$ cat config.mk
export PLATFORM = sky130hd
export DESIGN_NAME = repeater_backoff_ack_tx_control
export DESIGN_NICKNAME = d
export VERILOG_FILES = /design/src/repeater_pkg.sv /design/src/repeater_backoff_ack_tx_control.sv
export VERILOG_INCLUDE_DIRS = /design/src
export SDC_FILE = /design/constraint.sdc
export NUM_CORES = 2
export LEC_CHECK = 0
export BUFFER_PORTS_ARGS = -buffer_cell sky130_fd_sc_hd__buf_2
export CAP_MARGIN = 20
export CORE_AREA = 2 2 351 353
export CTS_CLUSTER_SIZE = 10
export DETAILED_ROUTE_END_ITERATION = 12
export DIE_AREA = 0 0 353 355
export PLACE_DENSITY_LB_ADDON = 0.15
export SLEW_MARGIN = 20
export SYNTH_ARGS = -nofsm -noshare
export SYNTH_HDL_FRONTEND = slang
export SYNTH_SLANG_ARGS = --single-unit
export TNS_END_PERCENT = 5
$ cat constraint.sdc
create_clock -name clk -period 31.7 [get_ports clk]
set_input_delay 3.17 -clock clk [delete_from_list [all_inputs] [get_ports clk]]
set_output_delay 3.17 -clock clk [all_outputs]
set_load 0.05 [all_outputs]
$ cat src/repeater_cfg.svh
// constants for the repeater back-off and acknowledged transmit controller
`ifndef REPEATER_CFG_SVH
`define REPEATER_CFG_SVH
// parameter command codes
`define CMD_DEST_ADDR 8'h00
`define CMD_DELAY_SLOT 8'h19
`define CMD_SRC_ADDR 8'h2A
`define CMD_RF_MODE 8'h3C
// reset values
`define RST_DEST_ADDR 16'h0000
`define RST_DELAY_SLOT 8'h00
`define RST_SRC_ADDR 16'hFFFF
`define RST_RF_MODE 8'h00
// rf mode encodings
`define MODE_REPEATER 8'h03
`define MODE_DEST_ONLY 8'h04
// signal strength arithmetic, in dBm
`define RSSI_REF 16'sh0029
`define RSSI_FLOOR 16'sh0064
`define RSSI_DIV 16'sh000A
// listen window after acking, in slots
`define LISTEN_SLOTS 8'h02
// ack slot length, in slots
`define ACK_SLOTS 8'h01
// serial buffer shape
`define FIFO_WIDTH 8
`define FIFO_DEPTH 16
// random generator seed
`define LFSR_SEED 16'hACE1
`endif

$ cat src/repeater_pkg.sv
// types for the repeater back-off and acknowledged transmit controller
`default_nettype none
package repeater_pkg;
  typedef enum logic [5:0] {
    ST_IDLE = 6'b000001,
    ST_GATHER = 6'b000010,
    ST_SEND = 6'b000100,
    ST_ACKW = 6'b001000,
    ST_BACKOFF = 6'b010000,
    ST_QUIET = 6'b100000
  } tx_state_t;
  typedef struct packed {
    logic done;
    logic is_ack;
    logic ack_req;
    logic dup;
    logic last;
    logic signed [7:0] rssi;
  } rx_info_t;
  typedef struct packed {
    logic start;
    logic init;
    logic [8:0] len;
  } tx_req_t;
endpackage
`default_nettype wire

$ cat src/repeater_backoff_ack_tx_control.sv
// repeater back-off, response hold-off and acknowledged transmit sequencing
//
// Functional notes
// - repeat after L times rssi-weighted random slots
// - stronger received signal repeats earlier
// - random term uniform from zero below bound
// - hold serial data at most 15N+1 slots
// - repeat only after whole packet received
// - after ack send next or wait N slots
// - first retry right after ack slot
// - later retries back off 0 to N slots
// - no retry back-off when N is zero
// - back-off never ends during reception
// - after acking hop and listen fixed period
// - ack every copy, forward first only
// - threshold and timeout gate first packet only
// - packet payload at most max packet size
// - check pending data at packet end
// - streaming limit forces 1 to N slots
// - packet counts once toward streaming limit
// - initializer on first packet and retries only
// - sender silent exactly N slots after event
// - receiver quiet random 0 to N-1 slots
`include "repeater_cfg.svh"
`default_nettype none

// ****************************************
// serial input buffer
// ****************************************
module byte_fifo #(
  parameter int WIDTH = 8,
  parameter int DEPTH = 16
) (
  // clock and reset
  input wire logic clk,
  input wire logic rst,
  // fill side
  input wire logic in_valid,
  input wire logic [WIDTH-1:0] in_data,
  output logic in_ready,
  // drain side
  output logic out_valid,
  output logic [WIDTH-1:0] out_data,
  input wire logic out_ready,
  output logic [$clog2(DEPTH):0] count
);
  localparam int AW = $clog2(DEPTH);
  logic [WIDTH-1:0] mem [DEPTH];
  logic [AW-1:0] wr_reg;
  logic [AW-1:0] rd_reg;
  logic [AW:0] cnt_reg;
  logic push;
  logic pop;
  assign in_ready = cnt_reg != (AW+1)'(DEPTH);
  assign out_valid = cnt_reg != '0;
  assign out_data = mem[rd_reg];
  assign count = cnt_reg;
  assign push = in_valid & in_ready;
  assign pop = out_valid & out_ready;
  always_ff @(posedge clk) begin
    if (push) begin
      mem[wr_reg] <= in_data;
    end
  end
  always_ff @(posedge clk) begin
    if (rst) begin
      wr_reg <= '0;
      rd_reg <= '0;
      cnt_reg <= '0;
    end else begin
      if (push) begin
        wr_reg <= wr_reg + 1'b1;
      end
      if (pop) begin
        rd_reg <= rd_reg + 1'b1;
      end
      cnt_reg <= cnt_reg + (AW+1)'(push) - (AW+1)'(pop);
    end
  end
endmodule // byte_fifo

// ****************************************
// controller
// ****************************************
module repeater_backoff_ack_tx_control
  import repeater_pkg::*;
(
  // clock and reset
  input wire logic clk,
  input wire logic rst,
  // parameter command port
  input wire logic cmd_valid,
  input wire logic cmd_write,
  input wire logic [7:0] cmd_code,
  input wire logic [15:0] cmd_wdata,
  output logic [15:0] cmd_rdata,
  output logic cmd_ack,
  // loose configuration
  input wire logic [15:0] slot_len,
  input wire logic [7:0] retry_limit,
  input wire logic [15:0] streaming_limit,
  input wire logic [8:0] max_packet_size,
  input wire logic [8:0] packetization_threshold,
  input wire logic [15:0] packetization_timeout,
  // serial input
  input wire logic ser_valid,
  input wire logic [7:0] ser_data,
  output logic ser_ready,
  // radio receive side
  input wire logic rx_busy,
  input wire rx_info_t rx_info,
  // radio transmit side
  output tx_req_t tx_req,
  output logic [7:0] tx_byte,
  output logic tx_byte_valid,
  input wire logic tx_pull,
  input wire logic tx_done,
  // repeat, ack and forward events
  output logic rpt_start,
  output logic ack_tx,
  output logic hop_req,
  output logic listening,
  output logic fwd_first,
  output logic tx_hold
);
  // ****************************************
  // helpers
  // ****************************************
  function automatic logic [31:0] to_cyc(input logic [15:0] slots, input logic [15:0] len);
    to_cyc = slots * len;
  endfunction
  function automatic logic [15:0] rand_below(input logic [15:0] r, input logic [15:0] b);
    logic [31:0] p;
    p = r * b;
    rand_below = p[31:16];
  endfunction

  // ****************************************
  // parameter registers
  // ****************************************
  logic [15:0] dest_addr_reg;
  logic [7:0] slot_reg;
  logic [15:0] src_addr_reg;
  logic [7:0] mode_reg;
  always_ff @(posedge clk) begin
    if (rst) begin
      dest_addr_reg <= `RST_DEST_ADDR;
      slot_reg <= `RST_DELAY_SLOT;
      src_addr_reg <= `RST_SRC_ADDR;
      mode_reg <= `RST_RF_MODE;
    end else if (cmd_valid && cmd_write) begin
      if (cmd_code == `CMD_DEST_ADDR) begin
        dest_addr_reg <= cmd_wdata;
      end else if (cmd_code == `CMD_DELAY_SLOT) begin
        slot_reg <= cmd_wdata[7:0];
      end else if (cmd_code == `CMD_SRC_ADDR) begin
        src_addr_reg <= cmd_wdata;
      end else if (cmd_code == `CMD_RF_MODE) begin
        mode_reg <= cmd_wdata[7:0];
      end
    end
  end
  always_ff @(posedge clk) begin
    if (rst) begin
      cmd_rdata <= '0;
      cmd_ack <= 1'b0;
    end else begin
      cmd_ack <= cmd_valid;
      if (cmd_code == `CMD_DEST_ADDR) begin
        cmd_rdata <= dest_addr_reg;
      end else if (cmd_code == `CMD_DELAY_SLOT) begin
        cmd_rdata <= {8'h00, slot_reg};
      end else if (cmd_code == `CMD_SRC_ADDR) begin
        cmd_rdata <= src_addr_reg;
      end else if (cmd_code == `CMD_RF_MODE) begin
        cmd_rdata <= {8'h00, mode_reg};
      end else begin
        cmd_rdata <= '0;
      end
    end
  end

  // ****************************************
  // random source
  // ****************************************
  logic [15:0] lfsr_reg;
  always_ff @(posedge clk) begin
    if (rst) begin
      lfsr_reg <= `LFSR_SEED;
    end else begin
      lfsr_reg <= {lfsr_reg[14:0], lfsr_reg[15] ^ lfsr_reg[13] ^ lfsr_reg[12] ^ lfsr_reg[10]};
    end
  end
  logic [15:0] rn;
  assign rn = {8'h00, slot_reg};

  // ****************************************
  // repeat back-off
  // ****************************************
  logic signed [15:0] rssi_term;
  logic [15:0] rpt_slots;
  logic [31:0] rpt_cnt_reg;
  logic rpt_pend_reg;
  logic rpt_load;
  always_comb begin
    rssi_term = '0;
    if (rn != '0) begin
      rssi_term = (-`RSSI_REF - 16'(rx_info.rssi)) / (`RSSI_DIV * $signed(rn));
    end
    if (rssi_term < 0) begin
      rssi_term = '0;
    end
    rpt_slots = 16'(rssi_term) + rand_below(lfsr_reg, rn);
  end
  assign rpt_load = rx_info.done && !rx_info.is_ack && !rx_info.dup && mode_reg == `MODE_REPEATER;
  always_ff @(posedge clk) begin
    if (rst) begin
      rpt_cnt_reg <= '0;
      rpt_pend_reg <= 1'b0;
      rpt_start <= 1'b0;
    end else begin
      rpt_start <= 1'b0;
      if (rpt_load) begin
        rpt_cnt_reg <= to_cyc(rpt_slots, slot_len);
        rpt_pend_reg <= 1'b1;
      end else if (rpt_pend_reg) begin
        if (rpt_cnt_reg != '0) begin
          rpt_cnt_reg <= rpt_cnt_reg - 1'b1;
        end else if (!rx_busy) begin
          rpt_pend_reg <= 1'b0;
          rpt_start <= 1'b1;
        end
      end
    end
  end

  // ****************************************
  // response hold-off and receiver quiet
  // ****************************************
  logic [31:0] hold_cnt_reg;
  logic [31:0] hold_max;
  logic [31:0] quiet_rx;
  assign hold_max = to_cyc(16'((`RSSI_REF + `RSSI_FLOOR) / `RSSI_DIV) * rn + rn + 16'h0001, slot_len);
  assign quiet_rx = to_cyc(rand_below(lfsr_reg, rn), slot_len);
  always_ff @(posedge clk) begin
    if (rst) begin
      hold_cnt_reg <= '0;
    end else if (rx_info.done && (mode_reg == `MODE_REPEATER || mode_reg == `MODE_DEST_ONLY)) begin
      hold_cnt_reg <= hold_max;
    end else if (rx_info.done && rx_info.last && rn != '0 && quiet_rx > hold_cnt_reg) begin
      hold_cnt_reg <= quiet_rx;
    end else if (hold_cnt_reg != '0) begin
      hold_cnt_reg <= hold_cnt_reg - 1'b1;
    end
  end
  assign tx_hold = hold_cnt_reg != '0;

  // ****************************************
  // receive acknowledge, hop and forward
  // ****************************************
  logic [31:0] listen_cnt_reg;
  always_ff @(posedge clk) begin
    if (rst) begin
      ack_tx <= 1'b0;
      hop_req <= 1'b0;
      fwd_first <= 1'b0;
      listen_cnt_reg <= '0;
    end else begin
      ack_tx <= rx_info.done && rx_info.ack_req;
      hop_req <= rx_info.done && rx_info.ack_req;
      fwd_first <= rx_info.done && !rx_info.is_ack && !rx_info.dup;
      if (rx_info.done && rx_info.ack_req) begin
        listen_cnt_reg <= to_cyc(16'(`LISTEN_SLOTS), slot_len);
      end else if (listen_cnt_reg != '0) begin
        listen_cnt_reg <= listen_cnt_reg - 1'b1;
      end
    end
  end
  assign listening = listen_cnt_reg != '0;

  // ****************************************
  // serial buffer
  // ****************************************
  logic fifo_valid;
  logic fifo_pop;
  logic [$clog2(`FIFO_DEPTH):0] fifo_count;
  byte_fifo #(.WIDTH(`FIFO_WIDTH), .DEPTH(`FIFO_DEPTH)) u_fifo (
    .clk(clk),
    .rst(rst),
    .in_valid(ser_valid),
    .in_data(ser_data),
    .in_ready(ser_ready),
    .out_valid(fifo_valid),
    .out_data(tx_byte),
    .out_ready(fifo_pop),
    .count(fifo_count)
  );

  // ****************************************
  // transmit sequencer
  // ****************************************
  tx_state_t state_reg;
  logic [31:0] wait_reg;
  logic [15:0] gto_reg;
  logic [8:0] len_reg;
  logic [8:0] sent_reg;
  logic [7:0] retry_reg;
  logic [15:0] evt_bytes_reg;
  logic retx_reg;
  logic bo_send_reg;
  logic ack_mode;
  logic lim_hit;
  logic more;
  logic [8:0] avail;
  logic [31:0] lim_wait;
  assign ack_mode = retry_limit != 8'h00;
  assign lim_hit = evt_bytes_reg >= streaming_limit;
  assign more = fifo_count != '0;
  assign avail = 9'(fifo_count) > max_packet_size ? max_packet_size : 9'(fifo_count);
  assign lim_wait = to_cyc(rn == '0 ? 16'h0001 : 16'h0001 + rand_below(lfsr_reg, rn), slot_len);
  assign tx_byte_valid = fifo_valid && state_reg == ST_SEND && !retx_reg && sent_reg != len_reg;
  assign fifo_pop = tx_byte_valid && tx_pull;
  always_ff @(posedge clk) begin
    if (rst) begin
      sent_reg <= '0;
    end else if (tx_req.start) begin
      sent_reg <= fifo_pop ? 9'h001 : 9'h000; // a pull on the start cycle is the new packet's
    end else if (fifo_pop) begin
      sent_reg <= sent_reg + 1'b1;
    end
  end
  always_ff @(posedge clk) begin
    if (rst) begin
      state_reg <= ST_IDLE;
      wait_reg <= '0;
      gto_reg <= '0;
      len_reg <= '0;
      retry_reg <= '0;
      evt_bytes_reg <= '0;
      retx_reg <= 1'b0;
      bo_send_reg <= 1'b0;
      tx_req <= '0;
    end else begin
      tx_req.start <= 1'b0;
      case (state_reg)
        ST_IDLE: begin
          gto_reg <= '0;
          evt_bytes_reg <= '0;
          if (more && !tx_hold && !rx_busy) begin
            state_reg <= ST_GATHER;
          end
        end
        ST_GATHER: begin
          gto_reg <= gto_reg + 1'b1;
          if (9'(fifo_count) >= packetization_threshold || gto_reg >= packetization_timeout
              || fifo_count == 5'(`FIFO_DEPTH)) begin
            state_reg <= ST_SEND;
            len_reg <= avail;
            evt_bytes_reg <= 16'(avail);
            retry_reg <= '0;
            retx_reg <= 1'b0;
            tx_req <= '{start: 1'b1, init: 1'b1, len: avail};
          end
        end
        ST_SEND: begin
          if (tx_done) begin
            if (ack_mode) begin
              state_reg <= ST_ACKW;
              wait_reg <= to_cyc(16'(`ACK_SLOTS), slot_len);
            end else if (lim_hit) begin
              state_reg <= ST_BACKOFF;
              bo_send_reg <= 1'b0;
              wait_reg <= lim_wait;
            end else if (!more) begin
              state_reg <= ST_QUIET;
              wait_reg <= to_cyc(rn, slot_len);
            end else begin
              len_reg <= avail;
              evt_bytes_reg <= evt_bytes_reg + 16'(avail);
              retx_reg <= 1'b0;
              tx_req <= '{start: 1'b1, init: 1'b0, len: avail};
            end
          end
        end
        ST_ACKW: begin
          if (wait_reg != '0) begin
            wait_reg <= wait_reg - 1'b1;
          end
          if ((rx_info.done && rx_info.is_ack) || (wait_reg == '0 && retry_reg >= retry_limit)) begin
            if (lim_hit) begin
              state_reg <= ST_BACKOFF;
              bo_send_reg <= 1'b0;
              wait_reg <= lim_wait;
            end else if (more) begin
              state_reg <= ST_SEND;
              len_reg <= avail;
              evt_bytes_reg <= evt_bytes_reg + 16'(avail);
              retry_reg <= '0;
              retx_reg <= 1'b0;
              tx_req <= '{start: 1'b1, init: 1'b0, len: avail};
            end else begin
              state_reg <= ST_QUIET;
              wait_reg <= to_cyc(rn, slot_len);
            end
          end else if (wait_reg == '0) begin
            retry_reg <= retry_reg + 1'b1;
            retx_reg <= 1'b1;
            if (retry_reg == '0 || rn == '0) begin
              state_reg <= ST_SEND;
              tx_req <= '{start: 1'b1, init: 1'b1, len: len_reg};
            end else begin
              state_reg <= ST_BACKOFF;
              bo_send_reg <= 1'b1;
              wait_reg <= to_cyc(rand_below(lfsr_reg, rn + 16'h0001), slot_len);
            end
          end
        end
        ST_BACKOFF: begin
          if (wait_reg != '0) begin
            wait_reg <= wait_reg - 1'b1;
          end else if (!rx_busy) begin
            if (bo_send_reg) begin
              state_reg <= ST_SEND;
              tx_req <= '{start: 1'b1, init: 1'b1, len: len_reg};
            end else begin
              state_reg <= ST_IDLE;
            end
          end
        end
        ST_QUIET: begin
          if (wait_reg != '0) begin
            wait_reg <= wait_reg - 1'b1;
          end else begin
            state_reg <= ST_IDLE;
          end
        end
        default: begin
          state_reg <= ST_IDLE;
        end
      endcase
    end
  end

  // ****************************************
  // checks
  // ****************************************
  property p_pkt_len;
    @(posedge clk) disable iff (rst) tx_req.start |-> tx_req.len <= max_packet_size;
  endproperty
  a_pkt_len: assert property (p_pkt_len) else $error("packet longer than max size");
  property p_first_retry;
    @(posedge clk) disable iff (rst)
      state_reg == ST_ACKW && wait_reg == '0 && !(rx_info.done && rx_info.is_ack) && retry_reg == '0
      && retry_limit != '0 |=> tx_req.start && tx_req.init && state_reg == ST_SEND;
  endproperty
  a_first_retry: assert property (p_first_retry) else $error("first retry delayed");
  property p_retx_init;
    @(posedge clk) disable iff (rst) tx_req.start && retx_reg |-> tx_req.init;
  endproperty
  a_retx_init: assert property (p_retx_init) else $error("retry without initializer");
  property p_no_tx_rx;
    @(posedge clk) disable iff (rst) state_reg == ST_BACKOFF && rx_busy |=> state_reg != ST_SEND;
  endproperty
  a_no_tx_rx: assert property (p_no_tx_rx) else $error("resumed during reception");
  property p_rpt_rx;
    @(posedge clk) disable iff (rst) rpt_start |-> $past(rpt_pend_reg) && !$past(rx_busy);
  endproperty
  a_rpt_rx: assert property (p_rpt_rx) else $error("repeat without stored packet");
  property p_ack_copy;
    @(posedge clk) disable iff (rst) rx_info.done && rx_info.ack_req |=> ack_tx && hop_req ##1 listening;
  endproperty
  a_ack_copy: assert property (p_ack_copy) else $error("copy not acknowledged");
  property p_dup_fwd;
    @(posedge clk) disable iff (rst) rx_info.done && rx_info.dup |=> !fwd_first;
  endproperty
  a_dup_fwd: assert property (p_dup_fwd) else $error("duplicate forwarded");
  property p_quiet_len;
    @(posedge clk) disable iff (rst)
      $changed(state_reg) && state_reg == ST_QUIET |-> wait_reg == to_cyc(rn, slot_len);
  endproperty
  a_quiet_len: assert property (p_quiet_len) else $error("quiet length wrong");
  property p_hold_max;
    @(posedge clk) disable iff (rst) hold_cnt_reg > $past(hold_cnt_reg) |-> hold_cnt_reg <= hold_max;
  endproperty
  a_hold_max: assert property (p_hold_max) else $error("hold beyond maximum");
endmodule // repeater_backoff_ack_tx_control
`default_nettype wire

==> impl_metrics.tcl <==
set metrics [dict create \
    via_per_inst 5.87 \
    async_flop_share_pct 0 \
    clockRootBuffer "clkbuf_16" \
    maxSlewViolCount 0 \
    routed_wl_mm 195 \
    timing.final.crit_share_pct 98.8 \
    rows 128 \
    ys_ff_latch 435 \
    cp-start-kind "register" \
    grt-ovfl-total 0 \
    fin_util_pct 62.8 \
    dieWidth_microns 353 \
    rr_worst_depth 156 \
    syn_area_per_cell_sq_um 8.60 \
    port-buffer-count 170 \
    cts_tree "yes" \
    drt_iter0_drc 4567 \
    synthTopCellsByArea "fa_1, ha_1, dfxtp_1" \
    setup_viol 0 \
    antenna_left 0 \
    grt_pass1_wl_mm 319 \
    critical_path_class "register to register" \
    dr_total_vias 58200 \
    cts_buffers 53 \
    drc 0 \
    hold_viol 0 \
    dp_hpwl_mm 146 \
    top_register "u_fifo.mem" \
    cpLargestDelayFamily "compound AO/OA/AOI/OAI gates" \
    synth_cell_types 115 \
    start_util_pct 57.7 \
    clk_latency_ps 670 \
    status "finished clean" \
    area.sequential_sq_um 10000 \
    ys.flop_type "dfxtp_1" \
    r2r_start "slot_reg[3]" \
    ys_warn_count 0 \
    cp.required_ps 32230 \
    yosys.area.top_type "fa_1" \
    multiInputGateArea_sq_um 55500 \
    timing.max_cap.violations 0 \
    core_area_sq_um 121000 \
    critPathMaxStageDelay_ps 540 \
    fin_skew_ps 47.8 \
    drive_above_1_share_pct 10.1 \
    hold_path.class "register to register" \
    ios 171 \
    crit_cells 156 \
    r2r_end "rpt_cnt_reg[30]" \
    cp_max_fo 8 \
    dieArea_sq_um 125000 \
    cts.sinks 435 \
    cp.arrival_ps 31840 \
    fmaxAchievable_mhz 31.9 \
    track_usage_pct 31.5 \
    drt_pass1_iterations 8 \
    grt_pass1_vias 60000 \
    gp_congestion 0.934 \
    grt_setup_unrepaired "yes" \
    path_buf_inv 11 \
    min_to "dest_addr_reg[12]" \
    antenna_found_initial 10 \
    hold_path.startpoint "dest_addr_reg[12]" \
    post_drt_wl_per_cell_microns 19.7 \
    worstSetupEndpointType "register" \
    slowest_stage "fa_1" \
    nets 10000 \
    synth_edf_count 128 \
    synthDominantCellAreaShare_pct 25.9 \
    seq_area_frac_synth_pct 14.3 \
    synth_cells 8149 \
    h-tree-depth 2 \
    cpMostUsedCell "ha_1" \
    min_path_cells 2 \
    syn-cell-area_sq_um 70100 \
    slew_headroom_pct 24.9 \
    fillers 10600 \
    area_delta_synth_final_pct 8.79 \
    largest_reg_flops 128 \
    post-route-min-period_ps 31310 \
    hold_buffers 0 \
    cts_buffer_depth 3 \
    rrSetupSlack_ps 390 \
    die_y_microns 355 \
    grt_start_max_net_pins 100 \
    clk_pin_slew_worst_paths_ps 60 \
    worst_pin_slew_ps 1130 \
]
[worst max path at each step]
stage                            from              end  slack [ps]
final                     slot_reg[3]  rpt_cnt_reg[30]         390
after detailed placement  slot_reg[3]  rpt_cnt_reg[30]        -860
after CTS                 slot_reg[3]  rpt_cnt_reg[30]           2
after global routing      slot_reg[3]  rpt_cnt_reg[30]       -1190
after floorplan           slot_reg[3]  rpt_cnt_reg[30]           1
after global placement    slot_reg[3]  rpt_cnt_reg[30]        -170
[cell usage in the layout (no fill, tap or decap), types with 42 or more instances in the layout]
cell type,count
a211oi_1,69
a21o_1,110
a21oi_1,342
a31oi_1,47
and2_1,428
and3_1,75
buf_2,169
buf_4,246
clkbuf_16,53
dfxtp_1,298
edfxtp_1,128
fa_1,904
ha_1,719
inv_1,1114
nand2_1,1014
nand2b_1,67
nand3_1,163
nor2_1,490
nor2b_1,134
nor3_1,146
nor4_1,51
o211ai_1,42
o21a_1,57
o21ai_0,167
or2_2,45
or3_1,61
xnor2_1,246
xor2_1,122
[tightest hold or removal path, delay by kind of cell (launching register included)]
family          cells  cell delay (ps)
flops               1              300
simple gates        1               50
compound gates      1               50
[through the flow]
step	setup TNS, ps	instance area [sq um]	std cells	setup slack [ps]	hold slack (ps)
finish	0	76200	9910	390	453
global route	-9550	76200	9910	-1190	469
CTS	0	75400	9875	2.36	454
detailed placement	-4340	73500	9775	-862	447
global placement	-373	73500	9775	-167	441
floorplan	0	70400	8160	1.06	436
[what timing repair did]
action,CTS,global route
hold endpoints to repair,0,0
pin swaps,23,70
endpoints found under the setup margin,11,22
gates cloned,0,0
gates resized for setup,40,97
setup buffers,15,31
[cell usage after synthesis, drive strengths merged (10+ instances only)]
library cell and number:
dfxtp 307, or3 63, nor4 54, a311oi 18
o211ai 43, nor2 506, edfxtp 128, o21a 57
o21bai 35, mux4 40, mux2 28, a22oi 34
buf 47, o22ai 14, a21o 110, xnor2 263
nand3 180, nor3b 12, fa 906, nand3b 34
nand4 39, nand2 1020, nand2b 69, a211oi 75
clkbuf 341, o21ai 200, a221oi 10, nor2b 135
a21oi 367, a2111oi 16, or2 46, ha 740
inv 1120, xor2 131, o31ai 20, nor3 156
and2 433, a31oi 51, or4 26, and3 75
mux2i 41
[kinds of logic (layout without fill, tap and decap cells)]
| family | Yosys count | in the layout | synth area share, % |
|---|---|---|---|
| other cells | 1 | 15 | 0.00535 |
| fa+ha+maj | 1646 | 1646 | 39.1 |
| buf+inv | 1509 | 1631 | 8.15 |
| xor+xnor | 394 | 394 | 4.99 |
| compound gates | 1177 | 1177 | 11.1 |
| simple gates | 2878 | 2878 | 20.1 |
| mux | 109 | 109 | 2.32 |
| flops | 435 | 435 | 14.3 |
[layer usage]
layer	vias to the layer above	track usage, %	routed length [microns]	share of wire, %
li1	26900	-	-	-
met1	28900	41.5	81400	42
met2	1932	53.4	93000	48
met3	387	4.06	13200	6.7
met4	4	11.5	7430	3.8
met5	-	0	28	0.014
[area by class of cell]
class,count,area share [%]
Clock buffer,75,1.91
Sequential cell,435,13.1
Antenna cell,3,0.00985
Timing Repair Buffer,425,3.68
Clock inverter,10,0.213
Multi-Input combinational cell,6216,72.9
Tap cell,1625,2.67
Inverter,1121,5.52
Power is not shown: default switching activity piles up to over one toggle a cycle in this logic, so the estimate is an artifact.
